--- src/shared/ibc_pkg.sv ---
// constants and carrier types for the two-wire bus control block
// assumes a 125 MHz peripheral clock and 32-bit apb addressing
`default_nettype none
package ibc_pkg;

  // register byte addresses
  localparam logic [31:0] IBC_CTRL1_OFS  = 32'h0008_8300;
  localparam logic [31:0] IBC_CTRL2_OFS  = 32'h0008_8304;
  localparam logic [31:0] IBC_STAT_OFS   = 32'h0008_8308;
  localparam logic [31:0] IBC_SADDR_OFS  = 32'h0008_830c;

  // bus_control_one field positions
  localparam int IBC_B_DMON   = 0;
  localparam int IBC_B_CMON   = 1;
  localparam int IBC_B_DOUT   = 2;
  localparam int IBC_B_COUT   = 3;
  localparam int IBC_B_GUARD  = 4;
  localparam int IBC_B_XCLK   = 5;
  localparam int IBC_B_RST    = 6;
  localparam int IBC_B_EN     = 7;

  // control-two and status field positions
  localparam int IBC_B_START    = 1;
  localparam int IBC_B_RESTART  = 2;
  localparam int IBC_B_STOP     = 3;
  localparam int IBC_B_TRS      = 5;
  localparam int IBC_B_SEEN_ST  = 16;
  localparam int IBC_B_MATCH    = 17;
  localparam int IBC_B_SEEN_SP  = 24;

  // values after reset
  localparam logic       IBC_LINE_RELEASED = 1'b1;
  localparam logic [6:0] IBC_SADDR_RST     = 7'h00;

  // extra clock pulse timing
  localparam int IBC_CLK_NS      = 8;
  localparam int IBC_XC_LOW_NS   = 5000;
  localparam int IBC_XC_HIGH_NS  = 5000;
  localparam int IBC_XC_LOW_CYC  = (IBC_XC_LOW_NS + IBC_CLK_NS - 1) / IBC_CLK_NS;
  localparam int IBC_XC_HIGH_CYC = (IBC_XC_HIGH_NS + IBC_CLK_NS - 1) / IBC_CLK_NS;

  typedef struct packed {
    logic scl;
    logic sda;
  } ibc_line_s;

  typedef struct packed {
    logic transmit_receive_flag;
    logic stop;
    logic restart;
    logic start;
  } ibc_ctrl2_s;

  typedef enum logic [2:0] {
    IBC_XC_IDLE = 3'b001,
    IBC_XC_LOW  = 3'b010,
    IBC_XC_HIGH = 3'b100
  } ibc_xc_e;

endpackage : ibc_pkg
`default_nettype wire

--- src/core/ibc_bus_control.sv ---
// bus control register, line monitor, line forcing, extra clock and resets
// assumes apb master on pclk and open-drain pads resolved outside
// How it works
// RULE1 - data monitor bit shows real data line
// RULE2 - clock monitor bit shows real clock line
// RULE3 - data output bit pulls or releases data
// RULE4 - clock output bit pulls or releases clock
// RULE5 - guard zero enables output bit writes; reads one
// RULE6 - extra clock bit emits one pulse, self-clears
// RULE7 - software keeps extra clock off during transfers
// RULE8 - reset with enable low resets everything
// RULE9 - reset with enable high resets engine only
// RULE10 - reset holds while bit set; zero releases
// RULE11 - any reset releases both lines, clears counter
// RULE12 - enable bit activates or idles the pins
// RULE13 - forced levels feed back into input path
// RULE14 - software avoids output writes during traffic
// RULE15 - master resynchronises after slave internal reset
// RULE16 - address compare runs while pins routed
// RULE17 - reset request clears condition requests, mode
// RULE18 - single clock, synchronised line sampling
`default_nettype none
module ibc_bus_control
  import ibc_pkg::*;
#(
  parameter int         XC_LOW_CYC  = IBC_XC_LOW_CYC,
  parameter int         XC_HIGH_CYC = IBC_XC_HIGH_CYC,
  parameter logic [6:0] SADDR_RESET = IBC_SADDR_RST
)(
  input  wire logic        pclk,
  input  wire logic        presetn,
  input  wire logic        psel,
  input  wire logic        penable,
  input  wire logic        pwrite,
  input  wire logic [31:0] paddr,
  input  wire logic [31:0] pwdata,
  output var  logic [31:0] prdata,
  output var  logic        pready,
  output var  logic        pslverr,
  input  wire logic        scl_in,
  input  wire logic        sda_in,
  input  wire logic        pins_routed,
  output var  logic        scl_out,
  output var  logic        scl_oe_n,
  output var  logic        sda_out,
  output var  logic        sda_oe_n
);

  // the extra clock phase counter is ten bits wide
  if (XC_LOW_CYC < 1 || XC_LOW_CYC > 1023 || XC_HIGH_CYC < 1 || XC_HIGH_CYC > 1023)
  begin : g_bad_param
    $error("extra clock phase counts must lie in 1..1023");
  end

  localparam logic [9:0] XC_LOW_LAST  = 10'(XC_LOW_CYC - 1);
  localparam logic [9:0] XC_HIGH_LAST = 10'(XC_HIGH_CYC - 1);

  ibc_line_s   sync1_reg, sync2_reg, sync3_reg, lvl_reg, prev_reg;
  ibc_line_s   sync1_next, sync2_next, sync3_next, lvl_next, prev_next;
  logic        en_reg, rst_reg, xc_reg, cout_reg, dout_reg;
  logic        en_next, rst_next, xc_next, cout_next, dout_next;
  ibc_ctrl2_s  ctrl2_reg, ctrl2_next;
  logic [6:0]  saddr_reg, saddr_next;
  logic [31:0] prdata_reg, prdata_next, rd_word;
  logic        pready_reg, pready_next, pslverr_reg, pslverr_next;
  logic [2:0]  bc_reg, bc_next;
  logic [7:0]  shift_reg, shift_next;
  logic        seen_st_reg, seen_st_next, match_reg, match_next;
  logic        seen_sp_reg, seen_sp_next, busy_reg, busy_next;
  logic        first_reg, first_next, xc_done_reg, xc_done_next;
  ibc_xc_e     xstate_reg, xstate_next;
  logic [9:0]  xcnt_reg, xcnt_next;
  logic        scl_oe_n_reg, scl_oe_n_next, sda_oe_n_reg, sda_oe_n_next;
  logic        setup, acc_wr, hit1, hit2, hit_st, hit_sa, wr1;
  logic        start_ev, stop_ev, rise;

  // three-stage line sampling; a level counts once stages two and three agree
  always_comb
  begin
    sync1_next = '{scl: scl_in, sda: sda_in};
    sync2_next = sync1_reg;
    sync3_next = sync2_reg;
    prev_next  = lvl_reg;
    lvl_next.scl = (sync2_reg.scl == sync3_reg.scl) ? sync3_reg.scl : lvl_reg.scl; // RULE18
    lvl_next.sda = (sync2_reg.sda == sync3_reg.sda) ? sync3_reg.sda : lvl_reg.sda; // RULE18
  end

  always_ff @(posedge pclk or negedge presetn)
  begin
    if (!presetn)
    begin
      sync1_reg <= '1;
      sync2_reg <= '1;
      sync3_reg <= '1;
      lvl_reg   <= '1;
      prev_reg  <= '1;
    end
    else
    begin
      sync1_reg <= sync1_next;
      sync2_reg <= sync2_next;
      sync3_reg <= sync3_next;
      lvl_reg   <= lvl_next;
      prev_reg  <= prev_next;
    end
  end

  // apb decode; answer comes one cycle after setup
  assign setup  = psel & ~penable;
  assign acc_wr = psel & penable & pready_reg & pwrite;
  assign hit1   = (paddr == IBC_CTRL1_OFS);
  assign hit2   = (paddr == IBC_CTRL2_OFS);
  assign hit_st = (paddr == IBC_STAT_OFS);
  assign hit_sa = (paddr == IBC_SADDR_OFS);
  assign wr1    = acc_wr & hit1;

  // read view; monitors show the pin levels, which include our own drive
  always_comb
  begin
    rd_word = 32'h0000_0000;
    if (hit1)
    begin
      rd_word[IBC_B_DMON]  = lvl_reg.sda;  // RULE1 RULE13
      rd_word[IBC_B_CMON]  = lvl_reg.scl;  // RULE2 RULE13
      rd_word[IBC_B_DOUT]  = dout_reg;     // RULE3
      rd_word[IBC_B_COUT]  = cout_reg;     // RULE4
      rd_word[IBC_B_GUARD] = 1'b1;         // RULE5
      rd_word[IBC_B_XCLK]  = xc_reg;
      rd_word[IBC_B_RST]   = rst_reg;
      rd_word[IBC_B_EN]    = en_reg;
    end
    else if (hit2)
    begin
      rd_word[IBC_B_START]   = ctrl2_reg.start;
      rd_word[IBC_B_RESTART] = ctrl2_reg.restart;
      rd_word[IBC_B_STOP]    = ctrl2_reg.stop;
      rd_word[IBC_B_TRS]     = ctrl2_reg.transmit_receive_flag;
    end
    else if (hit_st)
    begin
      rd_word = {6'h00, busy_reg, seen_sp_reg, 6'h00, match_reg, seen_st_reg, shift_reg, 5'h00, bc_reg};
    end
    else if (hit_sa)
    begin
      rd_word = {25'h0, saddr_reg};
    end
  end

  // register writes, then reset overrides
  always_comb
  begin
    pready_next  = setup;
    pslverr_next = setup & ~(hit1 | hit2 | hit_st | hit_sa);
    prdata_next  = setup ? rd_word : prdata_reg;
    en_next    = en_reg;
    rst_next   = rst_reg;
    xc_next    = xc_done_reg ? 1'b0 : xc_reg;  // RULE6
    cout_next  = cout_reg;
    dout_next  = dout_reg;
    ctrl2_next = ctrl2_reg;
    saddr_next = saddr_reg;
    if (wr1)
    begin
      en_next  = pwdata[IBC_B_EN];    // RULE12
      rst_next = pwdata[IBC_B_RST];   // RULE10
      xc_next  = pwdata[IBC_B_XCLK];  // RULE6
      if (!pwdata[IBC_B_GUARD])       // RULE5
      begin
        dout_next = pwdata[IBC_B_DOUT];  // RULE3
        cout_next = pwdata[IBC_B_COUT];  // RULE4
      end
    end
    if (acc_wr && hit2)
    begin
      ctrl2_next.start   = pwdata[IBC_B_START];
      ctrl2_next.restart = pwdata[IBC_B_RESTART];
      ctrl2_next.stop    = pwdata[IBC_B_STOP];
      ctrl2_next.transmit_receive_flag     = pwdata[IBC_B_TRS];
    end
    if (acc_wr && hit_sa)
      saddr_next = pwdata[6:0];
    // the writing edge itself already clears, so no request escapes
    if (rst_next)
    begin
      dout_next  = IBC_LINE_RELEASED;  // RULE11
      cout_next  = IBC_LINE_RELEASED;  // RULE11
      xc_next    = 1'b0;
      ctrl2_next = '0;                 // RULE17
      if (!en_next)
        saddr_next = SADDR_RESET;      // RULE8
    end
  end

  always_ff @(posedge pclk or negedge presetn)
  begin
    if (!presetn)
    begin
      pready_reg  <= 1'b0;
      pslverr_reg <= 1'b0;
      prdata_reg  <= 32'h0000_0000;
      en_reg      <= 1'b0;
      rst_reg     <= 1'b0;
      xc_reg      <= 1'b0;
      cout_reg    <= IBC_LINE_RELEASED;
      dout_reg    <= IBC_LINE_RELEASED;
      ctrl2_reg   <= '0;
      saddr_reg   <= SADDR_RESET;
    end
    else
    begin
      pready_reg  <= pready_next;
      pslverr_reg <= pslverr_next;
      prdata_reg  <= prdata_next;
      en_reg      <= en_next;
      rst_reg     <= rst_next;
      xc_reg      <= xc_next;
      cout_reg    <= cout_next;
      dout_reg    <= dout_next;
      ctrl2_reg   <= ctrl2_next;
      saddr_reg   <= saddr_next;
    end
  end

  // bus events seen from the filtered levels
  assign start_ev = prev_reg.scl & lvl_reg.scl & prev_reg.sda & ~lvl_reg.sda;
  assign stop_ev  = prev_reg.scl & lvl_reg.scl & ~prev_reg.sda & lvl_reg.sda;
  assign rise     = lvl_reg.scl & ~prev_reg.scl;

  // receive engine, extra clock sequencer and pin drive
  always_comb
  begin
    bc_next      = bc_reg;
    shift_next   = shift_reg;
    first_next   = first_reg;
    busy_next    = busy_reg;
    seen_st_next = seen_st_reg;
    match_next   = match_reg;
    seen_sp_next = seen_sp_reg;
    xstate_next  = xstate_reg;
    xcnt_next    = xcnt_reg + 10'h001;
    xc_done_next = 1'b0;
    // write one to clear; a same-cycle event sets again below
    if (acc_wr && hit_st)
    begin
      seen_st_next = seen_st_reg & ~pwdata[IBC_B_SEEN_ST];
      match_next   = match_reg & ~pwdata[IBC_B_MATCH];
      seen_sp_next = seen_sp_reg & ~pwdata[IBC_B_SEEN_SP];
    end
    // runs on routed pins even while disabled
    if (pins_routed)  // RULE16
    begin
      if (start_ev)  // RULE13
      begin
        bc_next      = 3'h0;
        shift_next   = 8'h00;
        first_next   = 1'b1;
        busy_next    = 1'b1;
        seen_st_next = 1'b1;
      end
      else if (stop_ev)
      begin
        busy_next    = 1'b0;
        first_next   = 1'b0;
        seen_sp_next = 1'b1;
      end
      else if (rise)
      begin
        shift_next = {shift_reg[6:0], lvl_reg.sda};
        bc_next    = bc_reg + 3'h1;
        if (bc_reg == 3'h7 && first_reg)
        begin
          first_next = 1'b0;
          if (shift_reg[6:0] == saddr_reg)  // RULE16
            match_next = 1'b1;
        end
      end
    end
    unique case (xstate_reg)
      IBC_XC_IDLE:
      begin
        xcnt_next = 10'h000;
        if (xc_reg && en_reg && !xc_done_reg)  // RULE6
          xstate_next = IBC_XC_LOW;
      end
      IBC_XC_LOW:
        if (xcnt_reg == XC_LOW_LAST)
        begin
          xstate_next = IBC_XC_HIGH;
          xcnt_next   = 10'h000;
        end
      IBC_XC_HIGH:
        if (xcnt_reg == XC_HIGH_LAST)
        begin
          xstate_next  = IBC_XC_IDLE;
          xcnt_next    = 10'h000;
          xc_done_next = 1'b1;  // RULE6
        end
      default:
      begin
        xstate_next = IBC_XC_IDLE;
        xcnt_next   = 10'h000;
      end
    endcase
    // both reset flavours clear the engine; enable loss aborts the pulse
    if (rst_reg || !en_reg)
    begin
      xstate_next  = IBC_XC_IDLE;
      xcnt_next    = 10'h000;
      xc_done_next = 1'b0;
    end
    if (rst_reg)  // RULE9 RULE10
    begin
      bc_next      = 3'h0;  // RULE11
      shift_next   = 8'h00;
      first_next   = 1'b0;
      busy_next    = 1'b0;
      seen_st_next = 1'b0;
      match_next   = 1'b0;
      seen_sp_next = 1'b0;
    end
    // open drain: enable low means pulling the line low
    scl_oe_n_next = ~(en_reg & ~rst_reg & (~cout_reg | (xstate_next == IBC_XC_LOW)));  // RULE4 RULE12
    sda_oe_n_next = ~(en_reg & ~rst_reg & ~dout_reg);  // RULE3 RULE11 RULE12
  end

  always_ff @(posedge pclk or negedge presetn)
  begin
    if (!presetn)
    begin
      bc_reg       <= 3'h0;
      shift_reg    <= 8'h00;
      first_reg    <= 1'b0;
      busy_reg     <= 1'b0;
      seen_st_reg  <= 1'b0;
      match_reg    <= 1'b0;
      seen_sp_reg  <= 1'b0;
      xstate_reg   <= IBC_XC_IDLE;
      xcnt_reg     <= 10'h000;
      xc_done_reg  <= 1'b0;
      scl_oe_n_reg <= 1'b1;
      sda_oe_n_reg <= 1'b1;
    end
    else
    begin
      bc_reg       <= bc_next;
      shift_reg    <= shift_next;
      first_reg    <= first_next;
      busy_reg     <= busy_next;
      seen_st_reg  <= seen_st_next;
      match_reg    <= match_next;
      seen_sp_reg  <= seen_sp_next;
      xstate_reg   <= xstate_next;
      xcnt_reg     <= xcnt_next;
      xc_done_reg  <= xc_done_next;
      scl_oe_n_reg <= scl_oe_n_next;
      sda_oe_n_reg <= sda_oe_n_next;
    end
  end

  assign prdata   = prdata_reg;
  assign pready   = pready_reg;
  assign pslverr  = pslverr_reg;
  assign scl_out  = 1'b0;
  assign sda_out  = 1'b0;
  assign scl_oe_n = scl_oe_n_reg;
  assign sda_oe_n = sda_oe_n_reg;
endmodule : ibc_bus_control
`default_nettype wire

--- config.mk ---
export PLATFORM = sky130hd
export DESIGN_NAME = ibc_bus_control
export DESIGN_NICKNAME = d
export VERILOG_FILES = /design/src/shared/ibc_pkg.sv /design/src/core/ibc_bus_control.sv
export SDC_FILE = /design/constraint.sdc
export NUM_CORES = 1
export LEC_CHECK = 0
export BUFFER_PORTS_ARGS = -buffer_cell sky130_fd_sc_hd__buf_2
export CAP_MARGIN = 15
export CORE_UTILIZATION = 25
export CTS_CLUSTER_DIAMETER = 40
export DETAILED_ROUTE_END_ITERATION = 12
export PLACE_DENSITY = 0.52
export SYNTH_ARGS = -nofsm -noshare
export SYNTH_HDL_FRONTEND = slang
export SYNTH_SLANG_ARGS = --single-unit
--- constraint.sdc ---
create_clock -name pclk -period 3.88 [get_ports pclk]
set_input_delay 0.388 -clock pclk [delete_from_list [all_inputs] [get_ports pclk]]
set_output_delay 0.388 -clock pclk [all_outputs]
set_load 0.05 [all_outputs]
==> qor.csv, run 1 <==
stage,metric,value,unit
status,status,finished clean,
worst_setup_path,path_buf_inv,1,
logic_synthesis,ys_types,53,
timing,rsz0062_at_grt,no,
power_and_ir_drop,peakVddDrop,0.000201,V
logic_synthesis,synth_top_cell_area_share,0.433,
logic_synthesis,synth-edff-count,0,
floorplan,die_w,125,um
logic_synthesis,yosysWarnings,0,
floorplan,io_pins,110,
place,routabilityCongestion,0.780,
hold_path,hp-class,primary input to flip-flop,
route,wirelength,8560,um
logic_synthesis,ys.flop_type,dfrtp_1,
worst_setup_path,worstPathArrival,2440,ps
global_routing,grt_pass1_wl,13800,um
place,dpl-instance-area,4280,um2
route,avgViaCountPerCell,4.55,
final_layout,final_common_cell,buf_2,
clock_network,clk_latency,340,ps
floorplan,row_count,44,
clock_network,clk_pin_slew_worst_paths,60,ps
worst_setup_path,cp_common_cell,nor4_4,
worst_setup_path,path_class,primary input to flip-flop,
logic_synthesis,ys_ff_latch,80,
final_layout,fin_util,0.318,
floorplan,die_area,15500,um2
clock_network,cts_setup_buffers,0,
clock_network,clockBufferDepth,2,
route,vias,2634,
place,portBuffers,74,
place,hpwl,6150,um
clock_network,cts_tree,done,
route,drtAntennaViolNets,0,
worst_setup_path,rr_worst_depth,4,
logic_synthesis,synthCells,315,
global_routing,grt_pass1_vias,2553,
clock_network,clock_sinks,80,
final_layout,n_fill_cell,1486,
timing,slew_headroom,0.293,
route,first_pass_iters,4,
logic_synthesis,synth.avg_cell_area,11.9,um2
logic_synthesis,ys_seq_area_frac,0.537,
clock_network,cts-root-buf,clkbuf_16,
worst_setup_path,r2r_setup_slack,1690,ps
timing,period_share,0.581,
clock_network,cts_htree_levels,3,
timing,worst_slew_pin_slew,1050,ps
route,drt_iter0_drc,107,
logic_synthesis,synth_area_leader_cell,dfrtp_1,
worst_setup_path,r2r-start,pready$_DFF_PN0_,
timing,fin_skew,10.0,ps
power_and_ir_drop,power_leakage,2.14,nW
global_routing,grtUsageTotal,0.117,
floorplan,start_util,0.258,
final_layout,layout-drive-gt1-share,0.322,
logic_synthesis,async_flop_share,1.00,
final_layout,stdcell_count,579,
timing,hold_viol_final,0,
worst_setup_path,cp-end-kind,flip-flop,
hold_path,hold_start,sda_in,
final_layout,nNetsFinal,466,
place,dp.cells,563,
worst_setup_path,worstPathMaxFanout,8,
worst_setup_path,crit_chain,"buf_2, nor4_4, nand4_4, nor4_4, mux2i_1, nor2_1",
worst_setup_path,r2r-end,saddr_reg[3]$_DFF_PN0_,
timing,finalSetupViolCount,0,
clock_network,hold_buffers,0,
worst_setup_path,start_kind,primary input,
worst_setup_path,crit_family,simple AND/OR/NAND/NOR gates,
hold_path,hold_end,sync1_reg[0]$_DFF_PN1_,
global_routing,antenna_found_initial,1,
global_routing,overflow,0,
route,wl_per_cell,14.8,um
logic_synthesis,synth.area.top_cells,"dfrtp_1 43%, dfstp_2 10%, a22o_1 5.4%",
timing,tns,0,ps
floorplan,die_h,125,um
final_layout,final_cell_mix,"73 x buf_2, 65 x dfrtp_1, 36 x nor2_1",
clock_network,cts_resized,0,
floorplan,core-area,14600,um2
route,drc,0,
timing,max_freq,444,MHz
power_and_ir_drop,p_per_area,474,nW/um2
timing,final_max_slew_viol_count,0,
worst_setup_path,cpMaxStageDelayCell,mux2i_1,
hold_path,hold_depth,1,
final_layout,area_delta_synth_final,23.3,%
run,maxCapViolCount,0,
clock_network,numCtsBuffers,9,
final_layout,largest_register_ffs,20,
global_routing,grt_max_degree,81,
power_and_ir_drop,power,2.20,mW
final_layout,final_area,4640,um2
worst_setup_path,cp.required,4070,ps
timing,period_minus_slack,2250,ps
logic_synthesis,synth_area,3760,um2
worst_setup_path,slowest_delay,660,ps
layout make-up:
cell class | count | area, um2 | area share
sequential | 80 | 2020 | 0.436
multi-input combinational | 218 | 1630 | 0.351
timing repair buffer | 74 | 373 | 0.0804
tap | 184 | 230 | 0.0496
clock buffer | 9 | 225 | 0.0486
clock inverter | 6 | 133 | 0.0286
inverter | 7 | 26.3 | 0.00567
antenna | 1 | 2.50 | 0.000540
power by group:
| part | switching (mW) | total, mW | internal (mW) |
|---|---|---|---|
| clock | 0.342 | 1.03 | 0.689 |
| combinational | 0.123 | 0.215 | 0.0922 |
| sequential | 0.0551 | 0.951 | 0.896 |
routing by layer:
layer	routed length, um	track usage
met4	174	0.0673
met1	3810	0.150
met2	4020	0.173
met3	557	0.0352
met5	0	0
worst reg2reg max path, stage by stage, from the launching register on:
cell and delay (ps):
dfrtp_1 340, nand4_1 340, nor4_4 550, mux2i_1 660, nor2_1 130
kinds of logic after synthesis:
group / after synthesis / share of synthesized area
multiplexers: 23 / 0.0705
adder cells (fa/ha/maj): 6 / 0.0186
other: 1 / 0.000997
flip-flops: 80 / 0.537
buffers and inverters: 30 / 0.0446
AND/OR/NAND/NOR: 108 / 0.191
AO/OA/AOI/OAI: 52 / 0.102
XOR/XNOR: 15 / 0.0349
worst max path at each step:
stage / start / endpoint / cells after the start
detailed placement: paddr[20] / saddr_reg[1]$_DFF_PN0_ / 6
global placement: paddr[20] / saddr_reg[1]$_DFF_PN0_ / 6
global route: paddr[20] / saddr_reg[1]$_DFF_PN0_ / 6
floorplan: pready$_DFF_PN0_ / saddr_reg[0]$_DFF_PN0_ / 4
CTS: paddr[20] / saddr_reg[3]$_DFF_PN0_ / 6
finish: paddr[20] / saddr_reg[3]$_DFF_PN0_ / 6
synth_stat cells (all sizes together), types with 2 or more instances:
library cell,instances
a21oi,8
a22o,23
a22oi,3
a311oi,2
and3,2
buf,15
clkbuf,8
dfrtp,65
dfstp,15
ha,4
inv,7
maj3,2
mux2,5
mux2i,16
mux4,2
nand2,14
nand2b,9
nand3,5
nand4,6
nor2,36
nor2b,7
nor3,7
nor4,8
nor4b,3
o21ai,10
or2,2
xnor2,9
xor2,6
through the flow:
step                hold slack [ps]  setup slack, ps
floorplan                      92.4             1870
global route                    126             1490
finish                          148             1630
CTS                             129             1600
detailed placement              347             1310
global placement                347             1330
Power figures use the tool's default switching activity.
==> run 2: changes to the inputs <==
Settings changed: PLACE_DENSITY 0.52 to 0.53.
Clock period 3.88 ns to 1.8 ns, I/O delays scaled along.
==> qor.csv, run 2 (same netlist as run 1, synthesis figures left out) <==
stage,metric,value,unit
route,avgViaCountPerCell,4.44,
final_layout,layout-drive-gt1-share,0.363,
power_and_ir_drop,p_int,3.23,mW
floorplan,die_w,125,um
power_and_ir_drop,power,4.37,mW
worst_setup_path,worstPathArrival,1950,ps
worst_setup_path,worstPathMaxFanout,5,
place,dpl-instance-area,4470,um2
floorplan,row_count,44,
final_layout,stdcell_count,606,
route,drc,0,
global_routing,grt_pass1_wl,14500,um
power_and_ir_drop,p_sw_frac,0.261,
place,dp.cells,586,
worst_setup_path,crit_start,lvl_reg[1]$_DFFE_PN1N_,
worst_setup_path,r2r-start,lvl_reg[1]$_DFFE_PN1N_,
clock_network,cts_tree,done,
clock_network,clk_latency,340,ps
final_layout,area_delta_synth_final,27.7,%
power_and_ir_drop,combinationalPowerShare,0.114,
route,wirelength,8730,um
global_routing,grtUsageTotal,0.120,
final_layout,final_common_cell,buf_2,
global_routing,grt_pass1_vias,2752,
global_routing,grt_max_degree,38,
floorplan,core-area,14600,um2
worst_setup_path,cp-end-kind,flip-flop,
final_layout,final_area,4800,um2
place,routabilityCongestion,0.771,
clock_network,clock_sinks,80,
timing,worst_slew_pin_slew,602,ps
final_layout,largest_register_ffs,20,
final_layout,n_fill_cell,1484,
floorplan,die_h,125,um
worst_setup_path,path_class,flip-flop to flip-flop,
timing,fin_skew,7.91,ps
place,hpwl,6660,um
run,maxCapViolCount,0,
final_layout,final_cell_mix,"73 x buf_2, 64 x dfrtp_1, 36 x nor2_1",
power_and_ir_drop,p_switching,1.14,mW
final_layout,fin_util,0.329,
place,portBuffers,74,
hold_path,hp-class,primary input to flip-flop,
clock_network,numCtsBuffers,9,
status,status,finished clean,
final_layout,nNetsFinal,492,
timing,period_minus_slack,1720,ps
global_routing,antenna_found_initial,1,
power_and_ir_drop,p_per_area,910,nW/um2
floorplan,start_util,0.258,
timing,max_freq,582,MHz
timing,slew_headroom,0.597,
power_and_ir_drop,power_leakage,2.23,nW
worst_setup_path,cp.required,2040,ps
route,first_pass_iters,4,
route,wl_per_cell,14.4,um
hold_path,hold_start,pwdata[16],
floorplan,io_pins,110,
clock_network,clk_pin_slew_worst_paths,60,ps
global_routing,overflow,0,
route,drt_iter0_drc,134,
timing,period_share,0.954,
floorplan,die_area,15500,um2
timing,hold_viol_final,0,
timing,finalSetupViolCount,0,
power_and_ir_drop,pwr-share-seq,0.472,
timing,rsz0062_at_grt,no,
worst_setup_path,start_kind,flip-flop,
power_and_ir_drop,p_clk_frac,0.415,
worst_setup_path,r2r_setup_slack,80,ps
route,vias,2690,
timing,holdWs,47.2,ps
clock_network,clockBufferDepth,2,
power_and_ir_drop,peakVddDrop,0.000386,V
route,drtAntennaViolNets,0,
timing,final_max_slew_viol_count,0,
clock_network,cts-root-buf,clkbuf_16,
clock_network,cts_htree_levels,3,
==> run 2: critical path, stage by stage (launching register included) <==
cell and delay [ps]:
dfstp_2 580, nand3_1 100, or3b_2 520, nor2b_1 160
a311oi_1 260
==> run 2: final cells by class <==
| cell class | instances | area, um2 | share of cell area |
|---|---|---|---|
| Sequential cell | 80 | 2020 | 0.421 |
| Multi-Input combinational cell | 218 | 1640 | 0.341 |
| Timing Repair Buffer | 100 | 588 | 0.122 |
| Tap cell | 184 | 230 | 0.0480 |
| Clock buffer | 10 | 229 | 0.0477 |
| Clock inverter | 6 | 67.6 | 0.0141 |
| Inverter | 7 | 26.3 | 0.00547 |
| Antenna cell | 1 | 2.50 | 0.000521 |
==> run 2: path summary, 6_finish.rpt <==
check                           depth (start not counted)                     end
worst min-delay path                                    2   seen_st_reg$_DFF_PN0_
max in group asynchronous                               3  prdata[12]$_DFFE_PN0P_
min in group asynchronous                               2   xcnt_reg[2]$_DFF_PN0_
worst min register to register                          0  sync2_reg[1]$_DFF_PN1_
worst max register to register                          4   seen_sp_reg$_DFF_PN0_
worst max-delay path                                    4   seen_sp_reg$_DFF_PN0_
==> run 2: power groups by stage <==
stage	clock network, mW	registers [mW]	logic (mW)
finish	1.81	2.06	0.496
global route	1.95	2.08	0.548
CTS	1.87	2.06	0.504
detailed placement	0	2.09	0.496
global placement	0	2.09	0.481
floorplan	0	2.05	0.330
==> run 2: per-layer routing <==
layer | vias to the layer above | routed length, um | GRT usage
li1 | 1305 | - | -
met1 | 1295 | 3900 | 0.153
met2 | 77 | 4200 | 0.190
met3 | 13 | 516 | 0.0408
met4 | 0 | 116 | 0.0404
met5 | - | 0 | 0
==> run 2: timing repair <==
| item | 4_1_cts | 5_1_grt |
|---|---|---|
| hold buffers | 3 | 0 |
| resized for setup | 1 | 0 |
| setup buffers | 0 | 0 |
| hold endpoints to repair | 27 | 0 |
| endpoints found under the setup margin | 10 | 0 |
==> run 2: stage by stage <==
stage	setup TNS, ps	setup slack (ps)
final	0	82.4
after global routing	0	8.38
after CTS	0	69.8
after detailed placement	-872	-65.2
after global placement	-355	-43.6
after floorplan	-359	-51.3
==> run 3: changes to the inputs <==
Settings changed: CORE_UTILIZATION 25 to 35, PLACE_DENSITY 0.53 to 0.65.
Clock period 1.8 ns to 1.7 ns, I/O delays scaled along.
==> qor.csv, run 3 (same netlist as run 1, synthesis figures left out) <==
stage,metric,value,unit
worst_setup_path,r2r-end,xstate_reg[0]$_DFF_PN1_,
power_and_ir_drop,pwr-share-seq,0.539,
status,status,finished clean,
clock_network,cts_tree,done,
hold_path,hp-class,primary input to flip-flop,
timing,period_minus_slack,1600,ps
worst_setup_path,r2r-start,xcnt_reg[1]$_DFF_PN0_,
hold_path,hold_end,en_reg$_DFF_PN0_,
hold_path,hold_start,pwdata[7],
final_layout,final_common_cell,buf_2,
floorplan,die_h,106,um
route,vias,2729,
final_layout,nNetsFinal,497,
route,avgViaCountPerCell,4.86,
global_routing,grt_pass1_vias,2750,
timing,slew_headroom,0.585,
global_routing,overflow,0,
place,routabilityCongestion,0.779,
clock_network,numCtsBuffers,9,
worst_setup_path,worstPathArrival,1900,ps
power_and_ir_drop,p_per_area,858,nW/um2
floorplan,io_pins,110,
route,wl_per_cell,14.5,um
clock_network,clk_pin_slew_worst_paths,90,ps
power_and_ir_drop,power,4.02,mW
clock_network,cts-root-buf,clkbuf_8,
timing,period_share,0.941,
route,wirelength,8170,um
global_routing,antenna_found_initial,1,
power_and_ir_drop,power_leakage,2.20,nW
power_and_ir_drop,peakVddDrop,0.000440,V
worst_setup_path,rr_worst_depth,7,
clock_network,clock_sinks,80,
final_layout,final_cell_mix,"73 x buf_2, 64 x dfrtp_1, 35 x nor2_1",
clock_network,cts_htree_levels,3,
timing,finalSetupViolCount,0,
worst_setup_path,r2r_setup_slack,100,ps
place,portBuffers,74,
worst_setup_path,start_kind,flip-flop,
route,drt_iter0_drc,154,
timing,max_freq,625,MHz
route,drtAntennaViolNets,0,
timing,tns,0,ps
timing,hold_viol_final,0,
final_layout,fin_util,0.452,
timing,final_max_slew_viol_count,0,
final_layout,diodes,0,
global_routing,grt_max_degree,42,
final_layout,stdcell_count,562,
power_and_ir_drop,p_switching,1.18,mW
worst_setup_path,cp-end-kind,flip-flop,
power_and_ir_drop,p_sw_frac,0.295,
floorplan,start_util,0.363,
run,maxCapViolCount,0,
timing,fin_skew,14.0,ps
clock_network,clockBufferDepth,2,
global_routing,grtUsageTotal,0.160,
floorplan,core-area,10400,um2
route,drc,0,
clock_network,clk_latency,360,ps
power_and_ir_drop,p_int,2.84,mW
timing,holdWs,68.1,ps
timing,rsz0062_at_grt,no,
final_layout,layout-drive-gt1-share,0.376,
final_layout,largest_register_ffs,20,
place,dp.cells,539,
timing,worst_slew_pin_slew,619,ps
floorplan,die_area,11200,um2
hold_path,hold_depth,2,
floorplan,die_w,106,um
floorplan,row_count,37,
power_and_ir_drop,combinationalPowerShare,0.131,
global_routing,grt_pass1_wl,13700,um
final_layout,area_delta_synth_final,24.7,%
worst_setup_path,cp.required,2000,ps
worst_setup_path,path_class,flip-flop to flip-flop,
place,hpwl,6180,um
power_and_ir_drop,p_clk_frac,0.329,
route,first_pass_iters,4,
worst_setup_path,worstPathMaxFanout,5,
[run 3: cell count changes in the layout (fill, tap and decap cells not counted), moves of 2 or more]
| cell | change |
|---|---|
| buf_4 | +3 |
| dlygate4sd3_1 | +2 |
| clkinv_4 | +2 |
| clkbuf_16 | -9 |
| clkbuf_8 | +9 |
[run 3: routing by layer]
metal / track usage / up-vias / wire [um]
met5: 0 / - / 0
met4: 0.0625 / 0 / 135
met3: 0.0458 / 12 / 481
met2: 0.257 / 75 / 3990
met1: 0.204 / 1324 / 3570
li1: - / 1318 / -
[run 3: cell type report]
cell class	count	area [um2]
clock inverter	7	62.6
inverter	7	26.3
sequential	80	2020
multi-input combinational	218	1650
timing repair buffer	105	631
fill	976	5680
tap	136	170
clock buffer	9	124
[run 3: worst max path at each step]
stage	depth (start not counted)	endpoint	from
floorplan	4	saddr_reg[0]$_DFF_PN0_	pready$_DFF_PN0_
detailed placement	8	saddr_reg[4]$_DFF_PN0_	paddr[28]
global placement	8	saddr_reg[1]$_DFF_PN0_	paddr[5]
CTS	4	seen_sp_reg$_DFF_PN0_	prev_reg[1]$_DFF_PN1_
finish	7	xstate_reg[0]$_DFF_PN1_	xcnt_reg[1]$_DFF_PN0_
global route	7	xstate_reg[0]$_DFF_PN1_	xcnt_reg[1]$_DFF_PN0_
[run 3: through the flow]
| stage | area, um2 | setup slack (ps) |
|---|---|---|
| 2_1_floorplan | 3810 | -151 |
| 3_3_place_gp | 4410 | -118 |
| 3_5_place_dp | 4410 | -163 |
| 4_1_cts | 4660 | 6.83 |
| 5_1_grt | 4690 | 4.38 |
| 6_report | 4690 | 100 |
[run 3: power by group through the flow]
| stage | combinational, mW | sequential [mW] | clock (mW) |
|---|---|---|---|
| 6_report | 0.528 | 2.17 | 1.32 |
| 5_1_grt | 0.595 | 2.19 | 1.45 |
| 4_1_cts | 0.535 | 2.17 | 1.38 |
| 3_5_place_dp | 0.522 | 2.20 | 0 |
| 3_3_place_gp | 0.504 | 2.20 | 0 |
| 2_1_floorplan | 0.350 | 2.17 | 0 |
[run 3: critical path, stage by stage (launching register included)]
cell and delay [ps]:
dfrtp_1 410, inv_1 90, ha_1 150, nor3b_2 180, nand4_1 100, buf_4 170
a311o_1 350, nand3_1 80
[run 3: repair_timing]
action                                  4_1_cts  5_1_grt
endpoints found under the hold margin        52        0
endpoints found under the setup margin       11       17
buffers inserted                              0        2
gates resized for setup                       2        3
hold buffers                                  5        0
pin swaps                                     0        1
